File: config.mk
export PLATFORM = sky130hd
export DESIGN_NAME = isolator_power_good_sequencer
export DESIGN_NICKNAME = d
export VERILOG_FILES = /design/src/hw/iso_seq_pkg.sv /design/src/hw/isolator_power_good_sequencer.sv
export SDC_FILE = /design/constraint.sdc
export NUM_CORES = 1
export LEC_CHECK = 0
export CAP_MARGIN = 0
export CORE_ASPECT_RATIO = 0.6
export CORE_MARGIN = 2
export CORE_UTILIZATION = 45
export CTS_BUF_LIST = sky130_fd_sc_hd__clkbuf_8
export CTS_CLUSTER_SIZE = 25
export DETAILED_ROUTE_END_ITERATION = 6
export DONT_BUFFER_PORTS = 1
export SYNTH_ARGS = -nofsm -noshare
export SYNTH_HDL_FRONTEND = slang
export SYNTH_SLANG_ARGS = --single-unit
File: constraint.sdc
create_clock -name sys_clk_in -period 5.5 [get_ports sys_clk_in]
set_input_delay 1.1 -clock sys_clk_in [delete_from_list [all_inputs] [get_ports sys_clk_in]]
set_output_delay 1.1 -clock sys_clk_in [all_outputs]
set_load 0.01 [all_outputs]
File: src/hw/iso_seq_pkg.sv
// shared constants and carriers for the isolator power-good sequencer
// assumes a single 20 MHz system clock and asynchronous active-high reset
package iso_seq_pkg;
  // system clock rate in hz
  localparam int unsigned CLK_HZ           = 20_000_000;
  // oscillator start-up limit in microseconds
  localparam int unsigned OSC_START_US     = 300;
  // longest time rounds down
  localparam int unsigned OSC_START_CYC    = OSC_START_US * (CLK_HZ / 1_000_000);
  // bus idle time before low power, in microseconds
  localparam int unsigned IDLE_US          = 3000;
  // least time; the integer divide rounds down
  localparam int unsigned IDLE_CYC         = IDLE_US * (CLK_HZ / 1_000_000);
  // reference clock edges needed to call it valid
  localparam logic [3:0]  CLK_GOOD_EDGES   = 4'h8;
  // sys cycles without a reference edge before it is declared lost
  localparam logic [3:0]  CLK_LOSS_CYC     = 4'h8;
  // settle count that ends settling; supply-ok falls one cycle later
  localparam logic [3:0]  SETTLE_CYC       = 4'h4;
  // reset values
  localparam logic        SUPPLY_OK_RST    = 1'b0;
  localparam logic        LOW_POWER_RST    = 1'b1;

  // supply monitor indications, high means above threshold
  typedef struct packed {
    logic upstream_core_supply;
    logic upstream_bus_supply;
    logic downstream_core_supply;
    logic downstream_bus_supply;
  } supply_t;

  // one pair of usb data lines, high means line is high
  typedef struct packed {
    logic dp;
    logic dm;
  } usb_pair_t;

  // power sequencing states
  typedef enum logic [3:0] {
    ST_OFF    = 4'b0001,
    ST_WAIT   = 4'b0010,
    ST_ACTIVE = 4'b0100,
    ST_SETTLE = 4'b1000
  } seq_state_t;
endpackage

File: src/hw/isolator_power_good_sequencer.sv
// power-good, low-power and pull-up mirroring logic for a usb port isolator
// assumes supply monitors, reference clock and line levels arrive unsynchronised
// Overview of operation
// - reference clock retimes high speed data
// - oscillator running within 0.3 ms
// - reference copy forwarded across barrier
// - downstream waits low-power until upstream powered
// - supply-ok needs both supplies and clock
// - supply loss drops supply-ok after settling
// - mirror downstream pull-up onto upstream line
// - idle or detach 3 ms enters low power
`timescale 1ns/100ps
`default_nettype none
module isolator_power_good_sequencer
  import iso_seq_pkg::*;
#(
  parameter int unsigned OSC_LIMIT  = OSC_START_CYC,
  parameter int unsigned IDLE_LIMIT = IDLE_CYC
) (
  // clock and reset
  input  wire logic      sys_clk_in,
  input  wire logic      reset_in,
  // supply monitors
  input  wire supply_t   undervoltage_lockout_in,
  // reference clock input, sampled as a level
  input  wire logic      ref_clk_in,
  // usb lines
  input  wire usb_pair_t downstream_line_in,
  input  wire usb_pair_t upstream_line_in,
  // outputs
  output logic           supply_ok_out,
  output logic           low_power_out,
  output logic           osc_enable_out,
  output logic           osc_fault_out,
  output logic           ref_copy_out,
  output logic           retime_enable_out,
  output usb_pair_t      upstream_pullup_out
);
  // synchroniser stages
  logic [7:0]  sync_a;
  logic [7:0]  sync_b;
  logic        ref_prev;       // previous synced reference level
  logic [3:0]  edge_cnt;       // reference edges seen
  logic [3:0]  loss_cnt;       // cycles since last reference edge
  logic        clk_valid;      // reference judged present
  logic [3:0]  settle_cnt;     // settling delay counter
  logic [15:0] idle_cnt;       // bus idle timer
  logic [12:0] osc_cnt;        // oscillator start timer
  seq_state_t  state;
  seq_state_t  next_state;

  supply_t   sup;
  usb_pair_t dn;
  usb_pair_t up;
  usb_pair_t dn_prev;    // downstream lines one cycle back
  logic      ref_s;
  logic      ref_edge;
  logic      both_good;
  logic      bus_active;
  logic      attached;
  assign sup      = supply_t'(sync_b[3:0]);
  assign ref_s    = sync_b[4];
  assign dn       = usb_pair_t'(sync_b[6:5]);
  assign up       = usb_pair_t'({sync_b[7], 1'b0});
  assign ref_edge = ref_s & ~ref_prev;
  // supplies on each side are good when core and bus monitors both read high
  assign both_good = sup.upstream_core_supply & sup.upstream_bus_supply &
                     sup.downstream_core_supply & sup.downstream_bus_supply;
  assign attached  = dn.dp | dn.dm;
  // any toggle on the downstream lines, or upstream dp held high, counts as traffic; compared against a later
  // copy, never the first stage, which may still be settling
  assign bus_active = (dn != dn_prev) | up.dp;

  // two flops on every asynchronous input except reset and upstream dm; first stage feeds only the second
  always_ff @(posedge sys_clk_in or posedge reset_in) begin
    if (reset_in) begin
      sync_a  <= 8'h00;
      sync_b  <= 8'h00;
      dn_prev <= 2'h0;
    end else begin
      sync_a  <= {upstream_line_in.dp, downstream_line_in,
                  ref_clk_in, undervoltage_lockout_in};
      sync_b  <= sync_a;
      dn_prev <= dn;
    end
  end
  // reference clock presence detector
  // the reference is far faster than this sampler in silicon; here it is a
  // coarse activity check, so a stuck pin is always caught
  always_ff @(posedge sys_clk_in or posedge reset_in) begin
    if (reset_in) begin
      ref_prev  <= 1'b0;
      edge_cnt  <= 4'h0;
      loss_cnt  <= 4'h0;
      clk_valid <= 1'b0;
    end else begin
      ref_prev <= ref_s;
      if (ref_edge) begin
        loss_cnt <= 4'h0;
        if (edge_cnt != CLK_GOOD_EDGES)
          edge_cnt <= edge_cnt + 4'h1;
      end else if (loss_cnt != CLK_LOSS_CYC) begin
        loss_cnt <= loss_cnt + 4'h1;
      end else begin
        edge_cnt <= 4'h0;
      end
      clk_valid <= (edge_cnt == CLK_GOOD_EDGES) && (loss_cnt != CLK_LOSS_CYC);
    end
  end

  // sequencing state register
  always_ff @(posedge sys_clk_in or posedge reset_in) begin
    if (reset_in) state <= ST_OFF;
    else          state <= next_state;
  end

  // next state
  always_comb begin
    next_state = state;
    case (state)
      ST_OFF: begin
        if (both_good) next_state = ST_WAIT;
      end
      ST_WAIT: begin
        if (!both_good)     next_state = ST_OFF;
        else if (clk_valid) next_state = ST_ACTIVE;
      end
      ST_ACTIVE: begin
        if (!both_good || !clk_valid) next_state = ST_SETTLE;
      end
      ST_SETTLE: begin
        if (settle_cnt == SETTLE_CYC) next_state = ST_OFF;
      end
      default: next_state = ST_OFF;
    endcase
  end

  // settling counter runs only in the settle state
  always_ff @(posedge sys_clk_in or posedge reset_in) begin
    if (reset_in)              settle_cnt <= 4'h0;
    else if (state == ST_SETTLE) settle_cnt <= settle_cnt + 4'h1;
    else                       settle_cnt <= 4'h0;
  end

  always_ff @(posedge sys_clk_in or posedge reset_in) begin
    if (reset_in) supply_ok_out <= SUPPLY_OK_RST;
    else          supply_ok_out <= (next_state == ST_ACTIVE) ||
                                   (next_state == ST_SETTLE);
  end

  always_ff @(posedge sys_clk_in or posedge reset_in) begin
    if (reset_in) begin
      idle_cnt      <= 16'h0000;
      low_power_out <= LOW_POWER_RST;
    end else begin
      if (bus_active || (attached && low_power_out && state == ST_ACTIVE))
        idle_cnt <= 16'h0000;
      else if (idle_cnt != IDLE_LIMIT[15:0])
        idle_cnt <= idle_cnt + 16'h0001;
      if (state == ST_OFF || state == ST_WAIT && !both_good)
        low_power_out <= 1'b1;
      else if (idle_cnt == IDLE_LIMIT[15:0] && !bus_active)
        low_power_out <= 1'b1;
      else if (bus_active || state == ST_WAIT)
        low_power_out <= 1'b0;
    end
  end

  always_ff @(posedge sys_clk_in or posedge reset_in) begin
    if (reset_in) begin
      osc_cnt       <= 13'h0000;
      osc_fault_out <= 1'b0;
    end else if (low_power_out || clk_valid) begin
      osc_cnt <= 13'h0000;
      if (clk_valid) osc_fault_out <= 1'b0;
    end else if (osc_cnt != OSC_LIMIT[12:0]) begin
      osc_cnt <= osc_cnt + 13'h0001;
    end else begin
      osc_fault_out <= 1'b1;
    end
  end

  always_ff @(posedge sys_clk_in or posedge reset_in) begin
    if (reset_in) begin
      osc_enable_out    <= 1'b0;
      ref_copy_out      <= 1'b0;
      retime_enable_out <= 1'b0;
    end else begin
      osc_enable_out    <= ~low_power_out | (state == ST_WAIT);
      ref_copy_out      <= ref_s & clk_valid;
      retime_enable_out <= clk_valid & (state == ST_ACTIVE);
    end
  end

  always_ff @(posedge sys_clk_in or posedge reset_in) begin
    if (reset_in) upstream_pullup_out <= 2'h0;
    else if (both_good) upstream_pullup_out <= dn;
    else upstream_pullup_out <= 2'h0;
  end

  // checks
  a_ok_needs_all: assert property (@(posedge sys_clk_in) disable iff (reset_in)
    $rose(supply_ok_out) |-> $past(both_good) && $past(clk_valid))
    else $error("supply ok rose without supplies and clock");
  a_ok_drop_settle: assert property (@(posedge sys_clk_in)
    disable iff (reset_in)
    (state == ST_ACTIVE && !both_good) |=> supply_ok_out [*5] ##1 !supply_ok_out)
    else $error("supply ok did not fall after settling");
  a_lp_until_up: assert property (@(posedge sys_clk_in) disable iff (reset_in)
    (state == ST_OFF) |=> low_power_out)
    else $error("left low power before upstream powered");
  a_pullup_mirror: assert property (@(posedge sys_clk_in)
    disable iff (reset_in)
    both_good && $stable(both_good) |=> upstream_pullup_out == $past(dn))
    else $error("upstream pull-up does not mirror downstream");
  a_ok_no_glitch: assert property (@(posedge sys_clk_in) disable iff (reset_in)
    $rose(supply_ok_out) |=> supply_ok_out)
    else $error("supply ok pulsed for one cycle");
  a_retime_clk: assert property (@(posedge sys_clk_in) disable iff (reset_in)
    retime_enable_out |-> $past(clk_valid))
    else $error("retime enabled without reference");
  a_copy_valid: assert property (@(posedge sys_clk_in) disable iff (reset_in)
    ref_copy_out |-> $past(clk_valid))
    else $error("reference copy sent while invalid");
  a_osc_fault: assert property (@(posedge sys_clk_in) disable iff (reset_in)
    osc_fault_out |-> !low_power_out || $past(osc_fault_out))
    else $error("oscillator fault raised in low power");
  a_idle_enter: assert property (@(posedge sys_clk_in) disable iff (reset_in)
    (idle_cnt == IDLE_LIMIT[15:0] && !bus_active) |=> low_power_out)
    else $error("idle timeout did not enter low power");
  c_power_up: cover property (@(posedge sys_clk_in) $rose(supply_ok_out));
  c_power_loss: cover property (@(posedge sys_clk_in) $fell(supply_ok_out));
  c_attach: cover property (@(posedge sys_clk_in) $rose(upstream_pullup_out.dp));
  c_idle: cover property (@(posedge sys_clk_in) $rose(low_power_out));
endmodule
`default_nettype wire

==> impl_results.md, run 1 <==
* Outcome: completed
* All-Layer GR Usage at 14.9%
* Drt total wl at 5090 µm
* DIE AREA at 7610 µm²
* Commonest cells post-synth: dfrtp_1, nor2_1, inv_1, nand3_1, xnor2_1
* Placeable core region at 6680 µm²
* Post-CTS Hold Buffers at 0
* Most common flop cell mapped by yosys: dfrtp_1
* Cell Pwr Density at approximately 330 nW/µm²
* CP Data Required Time at 5.68 ns
* Most frequent cell after synthesis: dfrtp_1
* Final ANT Viol Nets at 0
* CP Capture Type: register
* Largest cells by area after synthesis: dfrtp_1, xnor2_1, nor2_1, ha_1, xor2_1
* Routability Congestion at around 0.77
* Gate Count Post-Synth at 284
* Worst endpoint data arrival time at 2.25 ns
* Sum Neg Setup Slack at 0 ns
* FP Rows at 23
* Tightest Pin Transition at between 1 and 1.5 ns
* Post-CTS Repair Setup Buffers at 0
* Die width at 111 µm
* Vias at 1909
* Clk buf depth at 2
* Number of synthesized flops with an enable pin at 0
* Post-synth ARST share at 100%
* Peak fanout along the critical path at 16
* Final setup violation count at 0
* CTS sink cnt at between 70 and 80
* Drt wl/cell at 13.4 µm
* Maximum VDD drop at 0.249 mV
* Port Buffers at 0
* Min Clock Period, post-route at 2.07 ns
* Sequential share of the synthesized area at 58.9%
* Starting Density at a little under half
* Global-route wire length before repair at ~8600 µm
* Largest area contributor in the netlist: dfrtp_1
* Vias in the first global route at roughly 1700
* H-tree levels at 3
* Syn_area_per_cell at between 10 and 15 µm²
* Number of nets in the layout at 311
* Rel. slew slack at 20.8%
* Starting DRT DRC Count at 94
* Die height at between 60 and 70 µm
* Num ports at 19
* Cell Area, Synth at ~3100 µm²
* Yosys top cell area share at 57.2%
* RSZ-0062 raised after global routing: no
* Ant. Diodes at 0
* Worst-path clk slew at 0.08 ns
* Yosys reg bits at 73
* Largest net degree at the start of global routing at 74
* Post-CTS sizing at 0
* Vias per cell at 5.01
* Pins Over Slew Limit at 0
* Worst hold-check path type: reg -> reg
* Later-pin clock latency in the skew report at 0.35 ns
* DRC violation count after routing at 0
* Leak at 0.00144 µW
* Post-Syn Nets at 305
* Share of layout cells above drive strength 1 at approximately 7%
* Final hold vios at 0
* Startpoint types: register
* Crit share post-route at 37.6%
* Clock skew at 0.00899 ns
* Gr ovfl total at 0
* Setup CP Type: reg -> reg
* CTS tree: yes
* Ys Warns at 0
* Peak Freq at slightly below 500 MHz
* DRT Pass-1 Iters at 4
* Total of max-cap violations at 0
* Netlist cell types at 38
* HPWL after DPL at between 3000 and 4000 µm
* Initial antenna violation count at 0
* Clk root buf: clkbuf_8
* Hold_ws at 0.348 ns
* Final Core Density at about half
* TritonCTS buffer count at 9
* Area delta synth->final at 9.70%
[stage by stage]
stage	instances	cell area [µm²]	total power (µW)	worst slack, ns
after global placement	366	3200	702	3.43
after floorplan	284	3110	683	2.55
after detailed placement	366	3200	704	3.44
final	381	3410	1140	3.43
after CTS	381	3410	1160	3.41
after global routing	381	3410	1200	3.19
[metal layers]
metal | share of wire, % | vias to the layer above | global-route usage, % | wire length [µm]
met5 | 0 | - | 0 | 0
met4 | 1.7 | 0 | 6.48 | 87
met3 | 4.3 | 9 | 6.55 | 219
met2 | 38 | 30 | 18.8 | 1910
met1 | 56 | 894 | 21.8 | 2870
li1 | - | 976 | - | -
[worst paths after layout]
| kind | depth (start not counted) | end | startpoint | slack, ns |
|---|---|---|---|---|
| setup reg to reg | 4 | idle_cnt[13]$_DFFE_PP0P_ | state[1]$_DFF_PP0_ | 3.43 |
| hold reg to reg | 0 | sync_b[6]$_DFF_PP0_ | sync_a[6]$_DFF_PP0_ | 0.35 |
| hold / removal | 0 | sync_b[6]$_DFF_PP0_ | sync_a[6]$_DFF_PP0_ | 0.35 |
| min in group asynchronous | 2 | ref_copy_out$_DFF_PP0_ | reset_in | 0.89 |
| max in group asynchronous | 2 | sync_a[1]$_DFF_PP0_ | reset_in | 4.03 |
| setup / recovery | 4 | idle_cnt[13]$_DFFE_PP0P_ | state[1]$_DFF_PP0_ | 3.43 |
[state kept, by name, summed over array words and instances (netlist names), 2 cells and up]
| register | count |
|---|---|
| idle_cnt | 16 |
| sync_b | 8 |
| loss_cnt | 4 |
| edge_cnt | 4 |
| osc_cnt | 13 |
| state | 4 |
| dn_prev | 2 |
| settle_cnt | 4 |
| sync_a | 8 |
| upstream_pullup_out | 2 |
[where the power goes]
part           leakage, µW  total (µW)  internal, µW  switching [µW]
Sequential        0.000959         601           571            30.1
Combinational     0.000376        90.5          39.4            51.1
Clock             0.000106         446           251             194
[cell usage in the layout, fill, tap and decap left out, drive strengths merged, types with 3 or more instances in the layout]
cell    instances
nor4            4
nand3          17
nand2b          4
nand2          11
nand3b          5
xor2           11
dfrtp          71
inv            18
mux2i           4
o21ai          13
and2            4
a21oi           8
or4             3
nor3            6
or3             7
nor2           39
xnor2          17
clkbuf          9
ha             10
nand4           5
o21a            3
[worst max-delay path, stage by stage (launching register included)]
cell      delay, ns
dfrtp_1        0.43
nor2_1         0.18
nand3b_1       0.21
o21ai_1        0.97
nor2_1         0.12
[kinds of logic after synthesis]
kind of cell / synth area share, %
AOI/OAI and AO/OA: 5.39
muxes: 1.29
xor gates and xnor gates: 7.89
buffers and inverters: 2.82
DFF: 58.9
and+or+nand+nor: 19.7
adders and majority gates: 4.03
[cell type report]
class | instances | area [µm²]
tap | 87 | 109
multi-input combinational | 188 | 1190
inverter | 17 | 63.8
clock inverter | 6 | 85.1
timing repair buffer | 1 | 7.51
clock buffer | 9 | 124
sequential | 73 | 1830
fill | 596 | 3270
No activity file was read; power rests on OpenSTA's default activity.
==> run 2: changes to the inputs <==
--- a/config.mk
+++ b/config.mk
@@ -5,6 +5,7 @@
 export SDC_FILE = /design/constraint.sdc
 export NUM_CORES = 1
 export LEC_CHECK = 0
+export ABC_AREA = 1
 export CAP_MARGIN = 0
 export CORE_ASPECT_RATIO = 0.6
 export CORE_MARGIN = 2
==> constraint.sdc (replaced) <==
create_clock -name sys_clk_in -period 1.9 [get_ports sys_clk_in]
set_input_delay 0.38 -clock sys_clk_in [delete_from_list [all_inputs] [get_ports sys_clk_in]]
set_output_delay 0.38 -clock sys_clk_in [all_outputs]
set_load 0.01 [all_outputs]
==> run 2 against run 1 <==
- power increased to 3.1 times the previous value
- utilization rose by 0.90 points
- die area is 11% higher
- via count increased by 35%
- synthesized area increased by 11%
- global-route usage increased by 3.9 points
- sequential share of layout area down 5.8 points
- synthesized cell count grew 43%
- combinational power increased to 4.8 times the previous value
- clock skew up 0.0027 ns
- highest routed layer unchanged
- critical endpoint is now osc_cnt[6]$_DFFE_PP0P_
- hold slack worse by 0.30 ns
==> impl_results.md, run 2 <==
* Outcome: completed
* Global Route met2 Usage at 23.6%
* Gr ovfl total at 0
* Syn_area_per_cell at 8.49 µm²
* Share of layout cells above drive strength 1 at 11.3%
* Total of max-cap violations at 0
* Num ports at 19
* Yosys reg bits at 73
* Clock power share at 36.1%
* Worst hold-check path type: in -> reg
* Sw Share at 27.2%
* CP startpoint: clk_valid$_DFF_PP0_
* Pins Over Slew Limit at 0
* Worst endpoint data arrival time at 1.92 ns
* Leak at 0.00180 µW
* Worst path cell trace: nor2_1 > inv_1 > a211oi_1
* Min Clock Period, post-route at ~1.7 ns
* Critical R2R Launch: clk_valid$_DFF_PP0_
* Final hold vios at 0
* Sw Pwr at 960 µW
* Starting Density at 47.0%
* Routability Congestion at around 0.9
* Largest net degree at the start of global routing at 74
* Peak fanout along the critical path at 12
* Gate Count Post-Synth at 407
* H-tree levels at 3
* Place WS at 0.245 ns
* R2R Path End: osc_cnt[6]$_DFFE_PP0P_
* Sequential share of the synthesized area at 52.9%
* R2R depth at 3
* Startpoint types: register
* Die width at about 120 µm
* DIE AREA at 8420 µm²
* Biggest registers after layout: idle_cnt: 16 flops, osc_cnt: 13 flops
* CP Capture Type: register
* # fillers at around 700
* Maximum VDD drop at 0.530 mV
* Largest cells by area after synthesis: dfrtp_1, nand2_1, nor2_1, inv_1, nand3_1
* Later-pin clock latency in the skew report at 0.36 ns
* Multi-input logic area at 1380 µm²
* DRT Pass-1 Iters at 4
* Ys Warns at 0
* Final setup violation count at 0
* CTS tree: yes
* Placeable core region at 7360 µm²
* Sequential share of power at 51.6%
* Worst setup margin at 0.243 ns
* Clock skew at around 0.012 ns
* Final ANT Viol Nets at 0
* Sum Neg Setup Slack at 0 ns
* Clk root buf: clkbuf_8
* Crit share post-route at 87.2%
* Reg2reg setup slack at 0.24 ns
* Number of synthesized flops with an enable pin at 0
* Drt total wl at approximately 7000 µm
* Starting DRT DRC Count at a little over 200
* Yosys top cell area share at 51.4%
* Post-CTS Repair Setup Buffers at 0
* Setup CP Type: reg -> reg
* Ant. Diodes at 0
* Cell Pwr Density at 924 nW/µm²
* GR Util met1 at 29.3%
* Initial antenna violation count at 0
* Worst-path clk slew at about 0.080 ns
* Vias at 2571
* Die height at 71.9 µm
* Most common cell after layout, fill and taps aside: nand2_1
* Post-Syn Nets at between 400 and 500
* Slowest stage delay, CP at around 0.63 ns
* Peak Freq at 604 MHz
* Largest area contributor in the netlist: dfrtp_1
* Port Buffers at 0
* Cell Area, Synth at 3460 µm²
* Vias per cell at 4.87
* All-Layer GR Usage at a little under a fifth
* DRC violation count after routing at 0
* Tightest Pin Transition at 0.800 ns
* Register Area at ~1800 µm²
* Number of nets in the layout at 440
* Most frequent cell after synthesis: nand2_1
* Drt wl/cell at about 13 µm
* Commonest cells post-synth: nand2_1, dfrtp_1, nor2_1, inv_1, nand3_1
* Global-route wire length before repair at 11800 µm
* Largest register by flop count: idle_cnt
* Rel. slew slack at about 46%
* Crit path to: osc_cnt[6]$_DFFE_PP0P_
* CTS sink cnt at 73
* Most common flop cell mapped by yosys: dfrtp_1
* Vias in the first global route at ~2400
* Most frequent cells in the layout: nand2_1, dfrtp_1, nor2_1
* FP Rows at 24
* Clk buf depth at 2
* GRT busiest layer: met1
* Area delta synth->final at 10.6%
* HPWL after DPL at 4940 µm
* Netlist cell types at 30
* Layout Cells excl Fill at 528
* Inst Count DP at around 510
* GR met3 Demand/Resource at 7.52%
* Max FFs per register at 16
* RSZ-0062 raised after global routing: no
* Worst path slowest cell: nor2_1
* TritonCTS buffer count at 9
* Post-synth ARST share at 100%
* Gate power share at 12.3%
* Int Pwr at 2570 µW
* CP Data Required Time at 2.16 ns
## run 2: cell types whose count changed in the layout (fill, tap and decap cells not counted), sizes merged, moves of 7 or more
cell and delta:
inv +48, nand2 +69, nand3 +22, nor2 +39, or3 -7, xnor2 -14
## run 2: stage by stage
step                      cell area, µm²  hold WS [ns]  power [µW]  util, %
after floorplan                     3460         0.331        2170        -
after global placement              3610         0.335        2270     49.0
after detailed placement            3610         0.336        2290     49.0
after CTS                           3820        0.0249        3580     52.0
after global routing                3820        0.0177        3740     52.0
final                               3820        0.0453        3530     52.0
## run 2: worst min-delay path by stage
stage,depth (start not counted),startpoint,slack [ns],to
floorplan,0,sync_a[0]$_DFF_PP0_,0.33,sync_b[0]$_DFF_PP0_
global placement,0,sync_a[6]$_DFF_PP0_,0.34,sync_b[6]$_DFF_PP0_
detailed placement,0,sync_a[7]$_DFF_PP0_,0.34,sync_b[7]$_DFF_PP0_
CTS,0,downstream_line_in[0],0.02,sync_a[5]$_DFF_PP0_
global route,0,downstream_line_in[0],0.02,sync_a[5]$_DFF_PP0_
finish,0,downstream_line_in[0],0.05,sync_a[5]$_DFF_PP0_
## run 2: cell families after synthesis
family / synth area share, %
adder cells (fa/ha/maj): 3.62
XOR/XNOR: 2.53
AO/OA/AOI/OAI: 4.89
AND/OR/NAND/NOR: 28.8
flip-flops: 52.9
buffers and inverters: 7.27
## run 2: power by group through the flow
stage | clock, µW | combinational (µW) | sequential (µW)
6_report | 1270 | 436 | 1820
4_1_cts | 1310 | 444 | 1820
5_1_grt | 1390 | 511 | 1840
2_1_floorplan | 0 | 351 | 1820
3_3_place_gp | 0 | 422 | 1850
3_5_place_dp | 0 | 439 | 1850
## run 2: final cells by class
cell class,count,share of cell area (%)
clock buffers,12,4.32
inverters,65,6.54
clock inverters,4,1.11
multi-input cells,268,36.0
flip-flops and latches,73,47.8
repair buffers,2,0.785
well taps,104,3.40
## run 2: per-layer routing
layer	wire [µm]	up-vias	share of wire (%)
li1	-	1301	-
met3	450	5	6.6
met4	38	0	0.55
met5	0	-	0
met1	3710	1196	54
met2	2670	69	39
## run 2: repair_timing
item | CTS | global route
hold endpoints to repair | 28 | 0
hold buffers | 1 | 0
resized for setup | 0 | 0
## run 2: critical path: cells and delay by family (launching register included)
kind / cells / cell delay (ns)
compound gates: 1 / 0.26
buf+inv: 1 / 0.26
flops: 1 / 0.42
simple gates: 1 / 0.63
